### src/rtl/pac_defs.svh
// Register offsets, field positions, reset values and timing counts for the accumulator block
`ifndef PAC_DEFS_SVH
`define PAC_DEFS_SVH
`define PAC_CTRL_OFS 8'h20
`define PAC_FLAG_OFS 8'h21
`define PAC_CNT_OFS 8'h22
`define PAC_TSC_OFS 8'h24
`define PAC_CTRL_RST 8'h00
`define PAC_CTRL_MASK 8'h7f
`define PAC_BIT_EN 6
`define PAC_BIT_MODE 5
`define PAC_BIT_EDGE 4
`define PAC_BIT_CLKHI 3
`define PAC_BIT_CLKLO 2
`define PAC_BIT_OVI 1
`define PAC_BIT_INI 0
`define PAC_BIT_OVF 1
`define PAC_BIT_INF 0
`define PAC_BIT_TEN 7
`define PAC_BIT_FFCA 4
`define PAC_DIV64 6'h3f
`define PAC_DIV256 8'hff
`endif

### src/rtl/pac_pkg.sv
// Types shared by the accumulator control block
package pac_pkg;
  typedef enum logic [1:0] {
    PAC_CLK_PRESCALE = 2'b00,
    PAC_CLK_ACCUM = 2'b01,
    PAC_CLK_DIV256 = 2'b10,
    PAC_CLK_DIV65536 = 2'b11
  } pac_clk_sel_t;
  typedef enum logic [1:0] {
    PAC_ST_IDLE = 2'b00,
    PAC_ST_ACCESS = 2'b01
  } pac_apb_st_t;
endpackage : pac_pkg

### src/rtl/pac_edge_if.sv
// Signals between the pin edge detector and the control logic
interface pac_edge_if;
  logic pin_level;
  logic rise;
  logic fall;
  modport det (output pin_level, output rise, output fall);
  modport ctl (input pin_level, input rise, input fall);
endinterface : pac_edge_if

### src/rtl/pac_pin_sync.sv
// Pin synchroniser and edge detector for the channel 7 pin
module pac_pin_sync (
  input wire logic i_ref_clk,
  input wire logic i_sys_rst,
  input wire logic i_pin,
  pac_edge_if.det edge_o
);
  logic meta;
  logic sync;
  logic last;
  // The second stage and its delayed copy in the third stage feed the edge logic
  always_ff @(posedge i_ref_clk) begin
    if (i_sys_rst) begin
      meta <= 1'b0;
      sync <= 1'b0;
      last <= 1'b0;
    end else begin
      meta <= i_pin;
      sync <= meta;
      last <= sync;
    end
  end
  assign edge_o.pin_level = sync;
  assign edge_o.rise = sync & ~last;
  assign edge_o.fall = ~sync & last;
endmodule : pac_pin_sync

### src/rtl/pac_top.sv
// Pulse accumulator control, flags and count with an APB register slave
//
// The APB register port was decided locally.
`include "pac_defs.svh"

// Summary of operation
// - Counter runs only while accumulator enable set
// - Event counting works with timer disabled
// - Mode bit picks event or gated counting
// - Edge bit picks falling or rising edge
// - Gated level passes div64; trailing edge flags
// - Div64 tick only while timer enabled
// - Clock select picks counter clock source
// - Disabled accumulator forces prescaler clock
// - Clock select change takes effect at once
// - Overflow flag requests irq when enabled
// - Input flag requests irq when enabled
// - Overflow flag on count wrap to zero
// - Input flag on counted or trailing edge
// - Write one clears flag when enabled
// - Fast clear: count access clears flags
// - No channel 7: control, flags read zero
// - Count register holds counted edges or gated div64 ticks
// - Pin synchronised before counting
module pac_top import pac_pkg::*; #(
  parameter bit HAS_CH7 = 1'b1
) (
  input wire logic i_ref_clk,
  input wire logic i_sys_rst,
  input wire logic i_psel,
  input wire logic i_penable,
  input wire logic i_pwrite,
  input wire logic [7:0] i_paddr,
  input wire logic [31:0] i_pwdata,
  input wire logic i_channel7_pin,
  input wire logic i_prescale_tick,
  output logic [31:0] o_prdata,
  output logic o_pready,
  output logic o_pslverr,
  output logic o_timer_clk_tick,
  output logic o_overflow_irq,
  output logic o_input_irq,
  output logic o_timer_enable,
  output logic o_fast_flag_clear
);
  // ****************************************
  // Registers and state
  // ****************************************
  logic [7:0] accum_control_reg;
  logic [1:0] accum_flag_reg;
  logic [15:0] accum_count;
  logic [7:0] timer_system_control1;
  logic [5:0] div64_cnt;
  logic [7:0] div256_cnt;
  logic [7:0] div65536_cnt;
  pac_apb_st_t apb_st;
  pac_edge_if edge_bus ();

  pac_pin_sync u_sync (
    .i_ref_clk(i_ref_clk),
    .i_sys_rst(i_sys_rst),
    .i_pin(i_channel7_pin),
    .edge_o(edge_bus)
  );

  // ****************************************
  // Decode helpers
  // ****************************************
  function automatic logic addr_hit(input logic [7:0] a, input logic [7:0] ofs);
    addr_hit = (a == ofs);
  endfunction : addr_hit

  logic accum_enable;
  logic accum_mode_select;
  logic accum_edge_select;
  logic timer_enable;
  logic fast_flag_clear;
  pac_clk_sel_t clk_sel;
  assign accum_enable = accum_control_reg[`PAC_BIT_EN];
  assign accum_mode_select = accum_control_reg[`PAC_BIT_MODE];
  assign accum_edge_select = accum_control_reg[`PAC_BIT_EDGE];
  assign clk_sel = pac_clk_sel_t'(accum_control_reg[`PAC_BIT_CLKHI:`PAC_BIT_CLKLO]);
  assign timer_enable = timer_system_control1[`PAC_BIT_TEN];
  assign fast_flag_clear = timer_system_control1[`PAC_BIT_FFCA];

  // ****************************************
  // APB handshake
  // ****************************************
  // No wait state: setup, access with pready high, so every access takes two cycles
  logic acc_done;
  logic wr_en;
  logic rd_en;
  assign acc_done = i_psel & i_penable & o_pready;
  assign wr_en = acc_done & i_pwrite;
  assign rd_en = acc_done & ~i_pwrite;

  always_ff @(posedge i_ref_clk) begin
    if (i_sys_rst) begin
      apb_st <= PAC_ST_IDLE;
      o_pready <= 1'b0;
    end else begin
      unique case (apb_st)
        PAC_ST_IDLE: begin
          o_pready <= 1'b0;
          if (i_psel & ~i_penable) begin
            apb_st <= PAC_ST_ACCESS;
            o_pready <= 1'b1;
          end
        end
        PAC_ST_ACCESS: begin
          if (acc_done) begin
            apb_st <= PAC_ST_IDLE;
            o_pready <= 1'b0;
          end
        end
        default: begin
          apb_st <= PAC_ST_IDLE;
          o_pready <= 1'b0;
        end
      endcase
    end
  end

  // Unmapped offsets answer normally but raise the error flag and change nothing
  logic mapped;
  assign mapped = addr_hit(i_paddr, `PAC_CTRL_OFS) | addr_hit(i_paddr, `PAC_FLAG_OFS) |
                  addr_hit(i_paddr, `PAC_CNT_OFS) | addr_hit(i_paddr, `PAC_TSC_OFS);

  // ****************************************
  // Timer system control (enable, fast clear)
  // ****************************************
  always_ff @(posedge i_ref_clk) begin
    if (i_sys_rst) begin
      timer_system_control1 <= 8'h00;
    end else if (wr_en & addr_hit(i_paddr, `PAC_TSC_OFS)) begin
      timer_system_control1 <= i_pwdata[7:0] & 8'h90;
    end
  end

  // ****************************************
  // Control register
  // ****************************************
  always_ff @(posedge i_ref_clk) begin
    if (i_sys_rst) begin
      accum_control_reg <= `PAC_CTRL_RST;
    end else if (HAS_CH7 & wr_en & addr_hit(i_paddr, `PAC_CTRL_OFS)) begin
      accum_control_reg <= i_pwdata[7:0] & `PAC_CTRL_MASK;
    end
  end

  // ****************************************
  // Tick generation and counting
  // ****************************************
  // Div64 counts reference clocks only while the timer is enabled, so it stops with the timer
  logic div64_tick;
  always_ff @(posedge i_ref_clk) begin
    if (i_sys_rst) begin
      div64_cnt <= 6'h00;
    end else if (timer_enable) begin
      div64_cnt <= div64_cnt + 6'h01;
    end
  end
  assign div64_tick = timer_enable & (div64_cnt == `PAC_DIV64);

  logic gate_active;
  logic count_tick;
  logic trail_edge;
  // Gate level and counted edge both use the synchronised pin, never the raw input
  assign gate_active = accum_edge_select ? ~edge_bus.pin_level : edge_bus.pin_level;
  assign trail_edge = accum_edge_select ? edge_bus.rise : edge_bus.fall;
  always_comb begin
    count_tick = 1'b0;
    if (accum_enable) begin
      if (accum_mode_select) begin
        count_tick = gate_active & div64_tick;
      end else begin
        count_tick = trail_edge;
      end
    end
  end

  logic cnt_access;
  logic cnt_wr;
  assign cnt_access = HAS_CH7 & (wr_en | rd_en) & addr_hit(i_paddr, `PAC_CNT_OFS);
  assign cnt_wr = cnt_access & i_pwrite;

  // Wrap comes from a real tick, so loading 0xffff alone raises no flag
  logic wrap;
  assign wrap = count_tick & (accum_count == 16'hffff);
  always_ff @(posedge i_ref_clk) begin
    if (i_sys_rst) begin
      accum_count <= 16'h0000;
    end else if (cnt_wr) begin
      accum_count <= i_pwdata[15:0];
    end else if (count_tick) begin
      accum_count <= accum_count + 16'h0001;
    end
  end

  // ****************************************
  // Timer counter clock selection
  // ****************************************
  // Div256 advances on every accumulator clock and div65536 on its carry; neither is realigned on a select change
  always_ff @(posedge i_ref_clk) begin
    if (i_sys_rst) begin
      div256_cnt <= 8'h00;
      div65536_cnt <= 8'h00;
    end else if (count_tick) begin
      div256_cnt <= div256_cnt + 8'h01;
      if (div256_cnt == `PAC_DIV256) begin
        div65536_cnt <= div65536_cnt + 8'h01;
      end
    end
  end

  // Selection is combinational, so a new value applies on the next edge
  logic next_timer_clk_tick;
  always_comb begin
    next_timer_clk_tick = i_prescale_tick;
    if (accum_enable) begin
      unique case (clk_sel)
        PAC_CLK_PRESCALE: next_timer_clk_tick = i_prescale_tick;
        PAC_CLK_ACCUM: next_timer_clk_tick = count_tick;
        PAC_CLK_DIV256: next_timer_clk_tick = count_tick & (div256_cnt == `PAC_DIV256);
        PAC_CLK_DIV65536: next_timer_clk_tick = count_tick & (div256_cnt == `PAC_DIV256) &
                                                (div65536_cnt == `PAC_DIV256);
      endcase
    end
  end

  // ****************************************
  // Flags
  // ****************************************
  logic clr_allowed;
  logic [1:0] clr_mask;
  logic [1:0] set_mask;
  assign clr_allowed = timer_enable | accum_enable;
  // Clears act on the completing access only, never on a bare setup cycle
  always_comb begin
    clr_mask = 2'b00;
    if (clr_allowed & HAS_CH7 & wr_en & addr_hit(i_paddr, `PAC_FLAG_OFS)) begin
      clr_mask = i_pwdata[1:0];
    end
    if (clr_allowed & fast_flag_clear & cnt_access) begin
      clr_mask = 2'b11;
    end
  end
  assign set_mask = {wrap, accum_enable & trail_edge};

  // A set in the same cycle as a clear wins
  always_ff @(posedge i_ref_clk) begin
    if (i_sys_rst) begin
      accum_flag_reg <= 2'b00;
    end else begin
      accum_flag_reg <= (accum_flag_reg & ~clr_mask) | set_mask;
    end
  end

  // ****************************************
  // Outputs and read data
  // ****************************************
  logic [31:0] next_prdata;
  always_comb begin
    next_prdata = 32'h0000_0000;
    if (HAS_CH7 & addr_hit(i_paddr, `PAC_CTRL_OFS)) begin
      next_prdata = {24'h00_0000, accum_control_reg};
    end else if (HAS_CH7 & addr_hit(i_paddr, `PAC_FLAG_OFS)) begin
      next_prdata = {30'h0000_0000, accum_flag_reg};
    end else if (HAS_CH7 & addr_hit(i_paddr, `PAC_CNT_OFS)) begin
      next_prdata = {16'h0000, accum_count};
    end else if (addr_hit(i_paddr, `PAC_TSC_OFS)) begin
      next_prdata = {24'h00_0000, timer_system_control1};
    end
  end

  // Read data and error are taken at setup and stand through the access phase
  always_ff @(posedge i_ref_clk) begin
    if (i_sys_rst) begin
      o_prdata <= 32'h0000_0000;
      o_pslverr <= 1'b0;
    end else if (i_psel & ~i_penable) begin
      o_prdata <= i_pwrite ? 32'h0000_0000 : next_prdata;
      o_pslverr <= ~mapped;
    end
  end

  // Requests follow the flags one cycle late, as every output is registered
  always_ff @(posedge i_ref_clk) begin
    if (i_sys_rst) begin
      o_timer_clk_tick <= 1'b0;
      o_overflow_irq <= 1'b0;
      o_input_irq <= 1'b0;
      o_timer_enable <= 1'b0;
      o_fast_flag_clear <= 1'b0;
    end else begin
      o_timer_clk_tick <= next_timer_clk_tick;
      o_overflow_irq <= accum_control_reg[`PAC_BIT_OVI] & accum_flag_reg[`PAC_BIT_OVF];
      o_input_irq <= accum_control_reg[`PAC_BIT_INI] & accum_flag_reg[`PAC_BIT_INF];
      o_timer_enable <= timer_enable;
      o_fast_flag_clear <= fast_flag_clear;
    end
  end
endmodule : pac_top

### config.mk
export PLATFORM = sky130hd
export DESIGN_NAME = pac_top
export DESIGN_NICKNAME = d
export VERILOG_FILES = /design/src/rtl/pac_pkg.sv /design/src/rtl/pac_edge_if.sv /design/src/rtl/pac_pin_sync.sv /design/src/rtl/pac_top.sv
export VERILOG_INCLUDE_DIRS = /design/src /design/src/rtl
export SDC_FILE = /design/constraint.sdc
export NUM_CORES = 1
export LEC_CHECK = 0
export ABC_AREA = 1
export BUFFER_PORTS_ARGS = -buffer_cell sky130_fd_sc_hd__buf_2
export CAP_MARGIN = 30
export CORE_MARGIN = 3
export CORE_UTILIZATION = 36
export DETAILED_ROUTE_END_ITERATION = 6
export GPL_TIMING_DRIVEN = 1
export HOLD_SLACK_MARGIN = 0.08
export SETUP_SLACK_MARGIN = 0.2
export SYNTH_ARGS = -nofsm -noshare
export SYNTH_HDL_FRONTEND = slang
export SYNTH_SLANG_ARGS = --single-unit
### constraint.sdc
create_clock -name i_ref_clk -period 2 [get_ports i_ref_clk]
set_input_delay 0.2 -clock i_ref_clk [delete_from_list [all_inputs] [get_ports i_ref_clk]]
set_output_delay 0.2 -clock i_ref_clk [all_outputs]
set_load 0.05 [all_outputs]
Word-level counts from Yosys, hierarchy flattened. Index checks and enable logic that the tools add are counted.

Register bits: 93. Output and inout port bits: 39. Input bits: 47. Word-level logic and storage cells: 99.

$add $sub $neg: 4. Equality and inequality tests: 14. Bitwise gates (word level): 36. Reduce and logical (&&, ||, !) cells: 5. Mux-type cells: 21.

Operator list (count): two-way mux 16 bit (5); == test 8 x 6 -> 1 bit, second input constant (4); two-way mux 32 bit (1); bitwise AND 1 bit (23); adder 16 x 1 -> 16 bit, second input constant (1); adder 8 x 1 -> 8 bit, second input constant (2); == test 16 bit, second input constant (1); == test 8 bit, second input constant (2); two-way mux 2 bit (4); two-way mux 8 bit (1); two-way mux 1 bit (7); adder 6 x 1 -> 6 bit, second input constant (1); == test 6 bit, second input constant (1); NOT 1 bit (5); OR 1 bit (5); == test 2 x 1 -> 1 bit, second input constant (2); == test 2 bit, second input constant (2); zero test 2 bit (2); != test 2 bit, second input constant (2); one-hot mux 1 bit (4 select lines) (1); one-hot mux 2 bit (2 select lines) (1); AND reduction 2 bit (2); bitwise AND 2 bit (1); NOT 2 bit (1); 3 further kinds (3).

Longest topological paths before layout. Gate-level depths: netlist (run 1).

Depth after elaboration: 10. Mapped depth: 11. Mapped depth without buffers: 11.

By module. From an unflattened synthesis (run 1), not the netlist that was laid out.

Cells, all modules: 586. Area, all modules: 4100.2 um^2.

By module, submodules not included: pac_top (times used 1, seq. area each 1461.4 um^2, area each 4006.3 um^2, cells each 574); pac_pin_sync (times used 1, seq. area each 60.1 um^2, area each 93.8 um^2, cells each 12).

Worst setup path after synthesis (run 1). Ideal clock, no wire load.

Path kind: reg2reg. From: register o_pready. To: register accum_control_reg[0]. Slack: 216 ps. Arrival: 1665 ps. Setup time: 119 ps. Clock period less this slack: 1784 ps. Buffers on the path: 1. Stages on the path, launching flop included: 9. Data required time: 1881 ps. Cells stage by stage: dfxtp_1 -> nand3_1 -> nor2_4 -> inv_1 -> nor2_4 -> inv_1 -> buf_2 -> o21ai_0 -> a21oi_1.

Cells in the longest elaborated chain, start to end: 3.

Ends and longest elaborated chain: start: declaration (RTL line pac_top.sv:38) `output logic o_pready,`; start signal: assignment (RTL line pac_top.sv:100) `o_pready <= 1'b0;`; start signal: assignment (RTL line pac_top.sv:104) `o_pready <= 1'b0;`; start signal: assignment (RTL line pac_top.sv:107) `o_pready <= 1'b1;`; bitwise AND 1 bit (RTL line pac_top.sv:93) `assign acc_done = i_psel & i_penable & o_pready;`; bitwise AND 1 bit (RTL line pac_top.sv:94) `assign wr_en = acc_done & i_pwrite;`; bitwise AND 1 bit (RTL line pac_top.sv:146) `` end else if (HAS_CH7 & wr_en & addr_hit(i_paddr, `PAC_CTRL_OFS)) begin ``; end signal: assignment (RTL line pac_top.sv:145) `` accum_control_reg <= `PAC_CTRL_RST; ``; end signal: assignment (RTL line pac_top.sv:147) `` accum_control_reg <= i_pwdata[7:0] & `PAC_CTRL_MASK; ``; end: declaration (RTL line pac_top.sv:49) `logic [7:0] accum_control_reg;`.

No other way between the ends. A chain may end at the register's enable or synchronous reset.

Worst setup path in the final report (run 1).
From: register div64_cnt[1]. To: register div65536_cnt[2].

Cells in the longest elaborated chain, start to end: 6.

Ends and longest elaborated chain: start: declaration (RTL line pac_top.sv:53) `logic [5:0] div64_cnt;`; start signal: assignment (RTL line pac_top.sv:160) `div64_cnt <= div64_cnt + 6'h01;`; == test 6 bit (no line); bitwise AND 1 bit (RTL line pac_top.sv:163) `` assign div64_tick = timer_enable & (div64_cnt == `PAC_DIV64); ``; bitwise AND 1 bit (RTL line pac_top.sv:175) `count_tick = gate_active & div64_tick;`; two-way mux 1 bit (RTL line pac_top.sv:174) `if (accum_mode_select) begin`; two-way mux 1 bit (RTL line pac_top.sv:173) `if (accum_enable) begin`; AND reduction 2 bit (no line); end signal: assignment (RTL line pac_top.sv:211) `div65536_cnt <= div65536_cnt + 8'h01;`; end: declaration (RTL line pac_top.sv:55) `logic [7:0] div65536_cnt;`.

No other way between the ends.

==> reports/qor.txt, run 1 <==
Pwr Total: 3.02 mW
Max_cap viols: 0
P&R area growth vs syn: 17.8%
Synth area leaders: dfxtp_1 (38%), nand2_1 (13%), nor2_1 (7.0%)
PortBufs: 53
Crit. End Element: flip-flop
Post-detailed-route count of antenna-violating nets: 0
Comb pwr share: 6.7%
RSZ-0062 raised after global routing: false
Pwr Density: 647 nW/um^2
Clock tree buffer depth: 2
Period minus WS final: 1.65 ns
Synthesis warning total: 0
Die H: 111 um
Biggest regs: accum_count (16), o_prdata (16)
Antenna Cells: 0
Worst Hold Slack: 0.108 ns
Initial antenna violation count: 0
Sequential Power Share: 50.4%
Syn avg cell area: 6.70 sq um
Sw Pwr: 0.746 mW
Cells on worst reg2reg path: 8
#FFs+latches synth: 76
Routed vias: 3894
Layout cells sized above 1: 17.5%
Ports: 86
Yosys top cell by area: dfxtp_1
Final Hold Viols: 0
Final WL: 10.4 mm
Switch share: 24.7%
Htree depth: 3
# rows: 37
First-pass GRT wire length: 17.2 mm
Placed Cells incl. Taps: 772
Routability cong.: 0.894
Critical Path Source Type: flip-flop
CTS root buf: clkbuf_8
Crit-path max FO: 10
Seq/Total Area, Yosys: 38.4%
Wirelength per Cell: 13.1 um
Slew of the pin with the lowest slew margin: 0.511 ns
TNS Setup: 0 ns
Hpwl dp: 7.44 mm
DRC violations left: 0
Die width: 111 um
Largest net degree at the start of global routing: 44
# clock sinks: 76
Fillers: 1116
Post-layout net count: 704
Clock Power Share: 42.9%
Iteration-0 DRC Markers: 188
Final core occ: 44.4%
CORE AREA: 10500 sq um
Initial Util: 37.7%
Reg2reg start: div64_cnt[1]
Worst-path clk slew: 0.09 ns
Worst setup path startpoint: div64_cnt[1]
Count of cell types in the netlist: 28
Leak Pwr: 2.00 nW
Required @ worst endpoint: 2.29 ns
Int Pwr: 2.27 mW
Grt total ovfl: 0
Min-delay worst type: primary input to flip-flop
TritonCTS clock tree: done
Die Footprint: 12300 sq um
CTS buffer count: 9
Skew final: 0.0181 ns
Max Fclk: 0.605 GHz
Max VDD drop: 0.300 mV
Mapped Area: 3960 sq um
GRT Util Overall: 17.0%
Worst setup endpoint: div65536_cnt[2]
Top-area cell type share of the netlist area: 38.4%
Via density per instance: 4.90
Final cycle utilization of the critical path: 82.7%
Fin cells: 794
Endpoints failing setup: 0
Clk_lat worst skew: 0.37 ns
Final slew viol count: 0
Worst flop-to-flop path endpoint: div65536_cnt[2]
Relative slew margins: 66.0%
Vias in the first global route: 3616
Status: completed
Arr. time, crit path: 1.94 ns
DRT Pass-1 Iters: 5
R2R setup slack: 0.35 ns
Setup CP Type: flip-flop to flip-flop
Mapped Cells: 591
[cell usage in the layout, fill, tap and decap left out]
| master | instances |
|---|---|
| xnor2_1 | 5 |
| nand3_4 | 1 |
| nor3_1 | 12 |
| o21ai_0 | 36 |
| buf_2 | 54 |
| nand4_4 | 1 |
| bufinv_16 | 1 |
| nand2_2 | 4 |
| dlygate4sd3_1 | 1 |
| nor3_2 | 2 |
| nand2_1 | 136 |
| nor2_4 | 3 |
| a21oi_1 | 50 |
| a31oi_1 | 3 |
| dfxtp_1 | 74 |
| xor2_1 | 8 |
| or2_0 | 1 |
| a21oi_4 | 1 |
| buf_12 | 1 |
| ha_2 | 1 |
| inv_1 | 63 |
| nand3b_1 | 1 |
| buf_4 | 12 |
| o21a_1 | 2 |
| nor2_1 | 71 |
| nand3_1 | 46 |
| nor2_2 | 6 |
| clkinv_2 | 1 |
| clkinvlp_4 | 1 |
| nand3_2 | 4 |
| dfxtp_2 | 2 |
| buf_6 | 2 |
| inv_2 | 4 |
| conb_1 | 16 |
| nand4_1 | 14 |
| nand2_4 | 1 |
| clkbuf_8 | 13 |
| ha_1 | 3 |
| o21ai_1 | 1 |
[metal layers]
layer	GRT usage (%)	wire length (um)	up-vias	share of wire, %
li1	-	-	1987	-
met1	22.1	4830	1795	46
met2	28.0	4840	99	46
met3	3.44	565	13	5.4
met4	6.40	182	0	1.7
met5	0	0	-	0
[worst max-delay path: stages, from the launching register on]
cell and delay (ns):
dfxtp_1 0.36, ha_2 0.20, nand3_1 0.09, nor2_2 0.12, nand3_2 0.12, a21oi_4 0.19
buf_2 0.25, nand3_1 0.10, a21oi_1 0.14
[synth_stat cells]
cell and number:
nand4_1 14, conb_1 1, o21ai_0 37, nand3_2 3, o21a_1 2, a31oi_1 3, nand2_1 137, a21oi_1 51
buf_2 7, or2_0 1, buf_6 1, inv_1 64, nor3_2 2, nand3b_1 1, nor2_4 3, nand4_4 1
dfxtp_1 76, xnor2_1 5, buf_4 16, clkbuf_1 10, inv_2 3, nand3_1 48, nor3_1 12, xor2_1 8
nand2_2 4, nor2_2 3, nor2_1 74, ha_1 4
[power by group through the flow]
stage	Sequential, mW	Combinational, mW	Clock [mW]
global placement	1.56	0.198	0
global route	1.52	0.218	1.40
finish	1.52	0.203	1.29
CTS	1.52	0.202	1.33
floorplan	1.57	0.149	0
detailed placement	1.56	0.200	0
[repair_timing]
action,in CTS,in global routing
endpoints found under the hold margin,1,0
buffers inserted,0,4
resized for setup,0,17
hold buffers,1,0
setup endpoints to repair,0,30
[how the worst min path moves through the flow]
| stage | endpoint | start | slack, ns | depth (start not counted) |
|---|---|---|---|---|
| floorplan | u_sync.meta | i_channel7_pin | 0.31 | 2 |
| global placement | u_sync.edge_o.pin_level | u_sync.meta | 0.40 | 2 |
| detailed placement | u_sync.edge_o.pin_level | u_sync.meta | 0.41 | 2 |
| CTS | accum_control_reg[2] | i_pwdata[2] | 0.09 | 3 |
| global route | accum_control_reg[2] | i_pwdata[2] | 0.10 | 3 |
| finish | accum_control_reg[2] | i_pwdata[2] | 0.11 | 3 |
[cell families (layout without fill, tap and decap cells)]
group	Yosys count	in the layout	share of synthesized area, %
compound gates	93	93	12.0
buf+inv	101	153	11.5
other cells	1	16	0.0947
simple gates	303	303	33.9
flops	76	76	38.4
fa+ha+maj	4	4	1.26
xor+xnor	13	13	2.87
[stage by stage]
stage	cell area [sq um]	setup slack [ns]
3_3_place_gp	4330	0.308
2_1_floorplan	4020	0.216
3_5_place_dp	4330	0.251
4_1_cts	4560	0.238
5_1_grt	4670	0.166
6_report	4670	0.347
[cell type report]
cell class              instances  area [sq um]  share of cell area, %
multi-input cells             429          2090                   44.7
flip-flops and latches         76          1520                   32.7
repair buffers                 70           413                   8.85
inverters                      67           251                   5.39
clock buffers                  13           179                   3.83
well taps                     136           170                   3.65
clock inverters                 3          42.5                  0.912
Note: power is estimated with default switching activity, not from simulation.
==> run 2: changes to the inputs <==
==> constraint.sdc (replaced) <==
create_clock -name i_ref_clk -period 1.4 [get_ports i_ref_clk]
set_input_delay 0.14 -clock i_ref_clk [delete_from_list [all_inputs] [get_ports i_ref_clk]]
set_output_delay 0.14 -clock i_ref_clk [all_outputs]
set_load 0.05 [all_outputs]
==> run 2 against run 1 <==
  * The run now ends with negative setup slack left
  * Cell count rose by 7.4%
  * First-iteration DRC count is the same
  * Combinational power up 65%
==> reports/qor.txt, run 2 (same netlist as run 1, synthesis figures left out) <==
Cell count along the critical path: 10 (+2)
Status: finished, violations left
Layer with the highest usage: met2
Final Hold Viols: 0 (unchanged)
Required @ worst endpoint: 1.71 ns (-0.58 ns)
Ports: 86 (unchanged)
Critical Path Source Type: flip-flop
Sequential Power Share: 49.5% (-0.9 points)
Pwr Density: 791 nW/um^2 (+22%)
Die H: 111 um (unchanged)
Sw Pwr: 1.12 mW (+50%)
Slowest-stage cell, CP: dfxtp_4
Commonest non-fill, non-tap cell in the layout: nand2_1
CORE AREA: 10500 sq um (unchanged)
Met2 usage: 30.3% (+2.3 points)
RSZ-0062 raised after global routing: true
TNS Setup: -1.19 ns (-1.19 ns)
Max Fclk: 0.675 GHz (+12%)
CP cell instances: nand3_4, nor2_4, buf_4, nand4_4, buf_6, inv_4, nor2_1, o21ai_1, nand2_1, nor2_1
Skew final: 0.00986 ns (-0.00820 ns)
Switch share: 25.5% (+0.83 points)
Most frequent cells in the layout: nand2_1 (130), dfxtp_1 (65), inv_1 (59)
Via density per instance: 4.86 (-0.92%)
Clock tree buffer depth: 2 (unchanged)
Met3 Use GR: 4.48% (+1.0 points)
Vias in the first global route: 3922 (+8.5%)
Reg2reg start: o_pready
Initial antenna violation count: 0 (unchanged)
First-pass GRT wire length: 18.0 mm (+4.8%)
Biggest regs: accum_count (16), o_prdata (16)
Arr. time, crit path: 1.80 ns (-0.14 ns)
Clock Power Share: 42.9% (about the same)
Layout cells sized above 1: 32.1% (+15 points)
Max_cap viols: 0 (unchanged)
Die width: 111 um (unchanged)
# rows: 37 (unchanged)
Period minus WS final: 1.48 ns (-0.172 ns)
TritonCTS clock tree: done
Endpoints failing setup: 33 (+33)
Routability cong.: 0.897 (+0.31%)
CTS buffer count: 9 (unchanged)
Crit-path max cell delay: 0.36 ns (about the same)
Cells on worst reg2reg path: 10 (+2)
Setup CP Type: flip-flop to flip-flop
Worst hold stages: 5 (+2)
Fillers: 997 (-11%)
Int Pwr: 3.26 mW (+44%)
Final WL: 11.0 mm (+5.6%)
Worst-path clk slew: 0.09 ns (about the same)
Cell family with most CP delay: simple AND/OR/NAND/NOR gates
Max VDD drop: 0.413 mV (+38%)
Fin cells: 853 (+7.4%)
# clock sinks: 76 (unchanged)
Grt total ovfl: 0 (unchanged)
Antenna Cells: 0 (unchanged)
DRC violations left: 0 (unchanged)
PortBufs: 53 (unchanged)
Crit-path max FO: 15 (+5)
Initial Util: 37.7% (unchanged)
Post-layout net count: 763 (+8.4%)
Final cycle utilization of the critical path: 106% (+23 points)
CP bufs+invs: 3 (+2)
Iteration-0 DRC Markers: 188 (unchanged)
Worst setup margin: -0.0815 ns (-0.428 ns)
Hpwl dp: 7.87 mm (+5.8%)
Final slew viol count: 0 (unchanged)
DRT Pass-1 Iters: 4 (-1)
Crit. End Element: flip-flop
P&R area growth vs syn: 39.9%
Routed vias: 4145 (+6.4%)
Leak Pwr: 2.34 nW (+17%)
R2R setup slack: -0.08 ns (-0.43 ns)
Worst setup path startpoint: o_pready
Htree depth: 3 (unchanged)
CTS root buf: clkbuf_8
CP most frequent cell: nor2_1
Met1 GRT Util: 21.8% (-0.22 points)
Hold Path Origin: i_pwdata[12]
Pwr Total: 4.38 mW (+45%)
Wirelength per Cell: 12.9 um (-1.7%)
Comb pwr share: 7.6% (+0.9 points)
Violated checks: negative setup slack
Post-detailed-route count of antenna-violating nets: 0 (unchanged)
GRT Util Overall: 17.7% (+0.67 points)
Largest net degree at the start of global routing: 44 (unchanged)
Clk_lat worst skew: 0.37 ns (about the same)
Min-delay worst type: primary input to flip-flop
Die Footprint: 12300 sq um (unchanged)
Placed Cells incl. Taps: 812 (+5.2%)
Final core occ: 52.7% (+8.3 points)
-- run 2: cell types whose count changed in the layout (fill, tap and decap cells not counted), sizes merged --
cell	before	now
dlygate4sd3	1	9
clkinvlp	1	0
clkinv	1	5
inv	67	66
bufinv	1	2
buf	69	117
-- run 2: final timing paths --
kind | endpoint
setup / recovery | accum_count[8]
hold / removal | accum_count[12]
setup reg to reg | accum_count[8]
hold reg to reg | u_sync.edge_o.pin_level
-- run 2: stage by stage --
stage | hold WS, ns | worst slack, ns | area, sq um
finish | 0.0862 | -0.0815 | 5540
global route | 0.0839 | -0.203 | 5540
CTS | 0.0824 | -0.0895 | 5150
detailed placement | 0.353 | -0.142 | 4760
global placement | 0.348 | -0.124 | 4760
floorplan | 0.247 | 0.000507 | 4120
-- run 2: power by group through the flow --
stage / registers, mW / clock network, mW / logic (mW)
detailed placement: 2.22 / 0 / 0.296
global placement: 2.22 / 0 / 0.294
floorplan: 2.23 / 0 / 0.215
global route: 2.17 / 2.02 / 0.361
CTS: 2.17 / 1.92 / 0.317
finish: 2.17 / 1.88 / 0.334
-- run 2: area by class of cell --
class	instances	area, sq um	share of cell area, %
Multi-Input combinational cell	429	2350	42.5
Sequential cell	76	1540	27.8
Inverter	67	274	4.95
Clock inverter	6	87.6	1.58
Timing Repair Buffer	129	986	17.8
Clock buffer	10	128	2.30
Tap cell	136	170	3.07
-- run 2: per-layer routing --
metal / wire [um] / part of all wire, %
met4: 239 / 2.2
met1: 4830 / 44
met2: 5480 / 50
met3: 435 / 4.0
met5: 0 / 0
-- run 2: worst min-delay path: cells and delay by family --
kind,cells,cell delay [ns]
AND/OR/NAND/NOR,4,0.21
buffers and inverters,1,0.07
-- run 2: what timing repair did --
item,4_1_cts,5_1_grt
setup endpoints to repair,45,51
hold buffers,8,1
gates resized for setup,24,96
cloned,1,0
hold endpoints to repair,8,1
pin swaps,14,26
buffers inserted,2,13
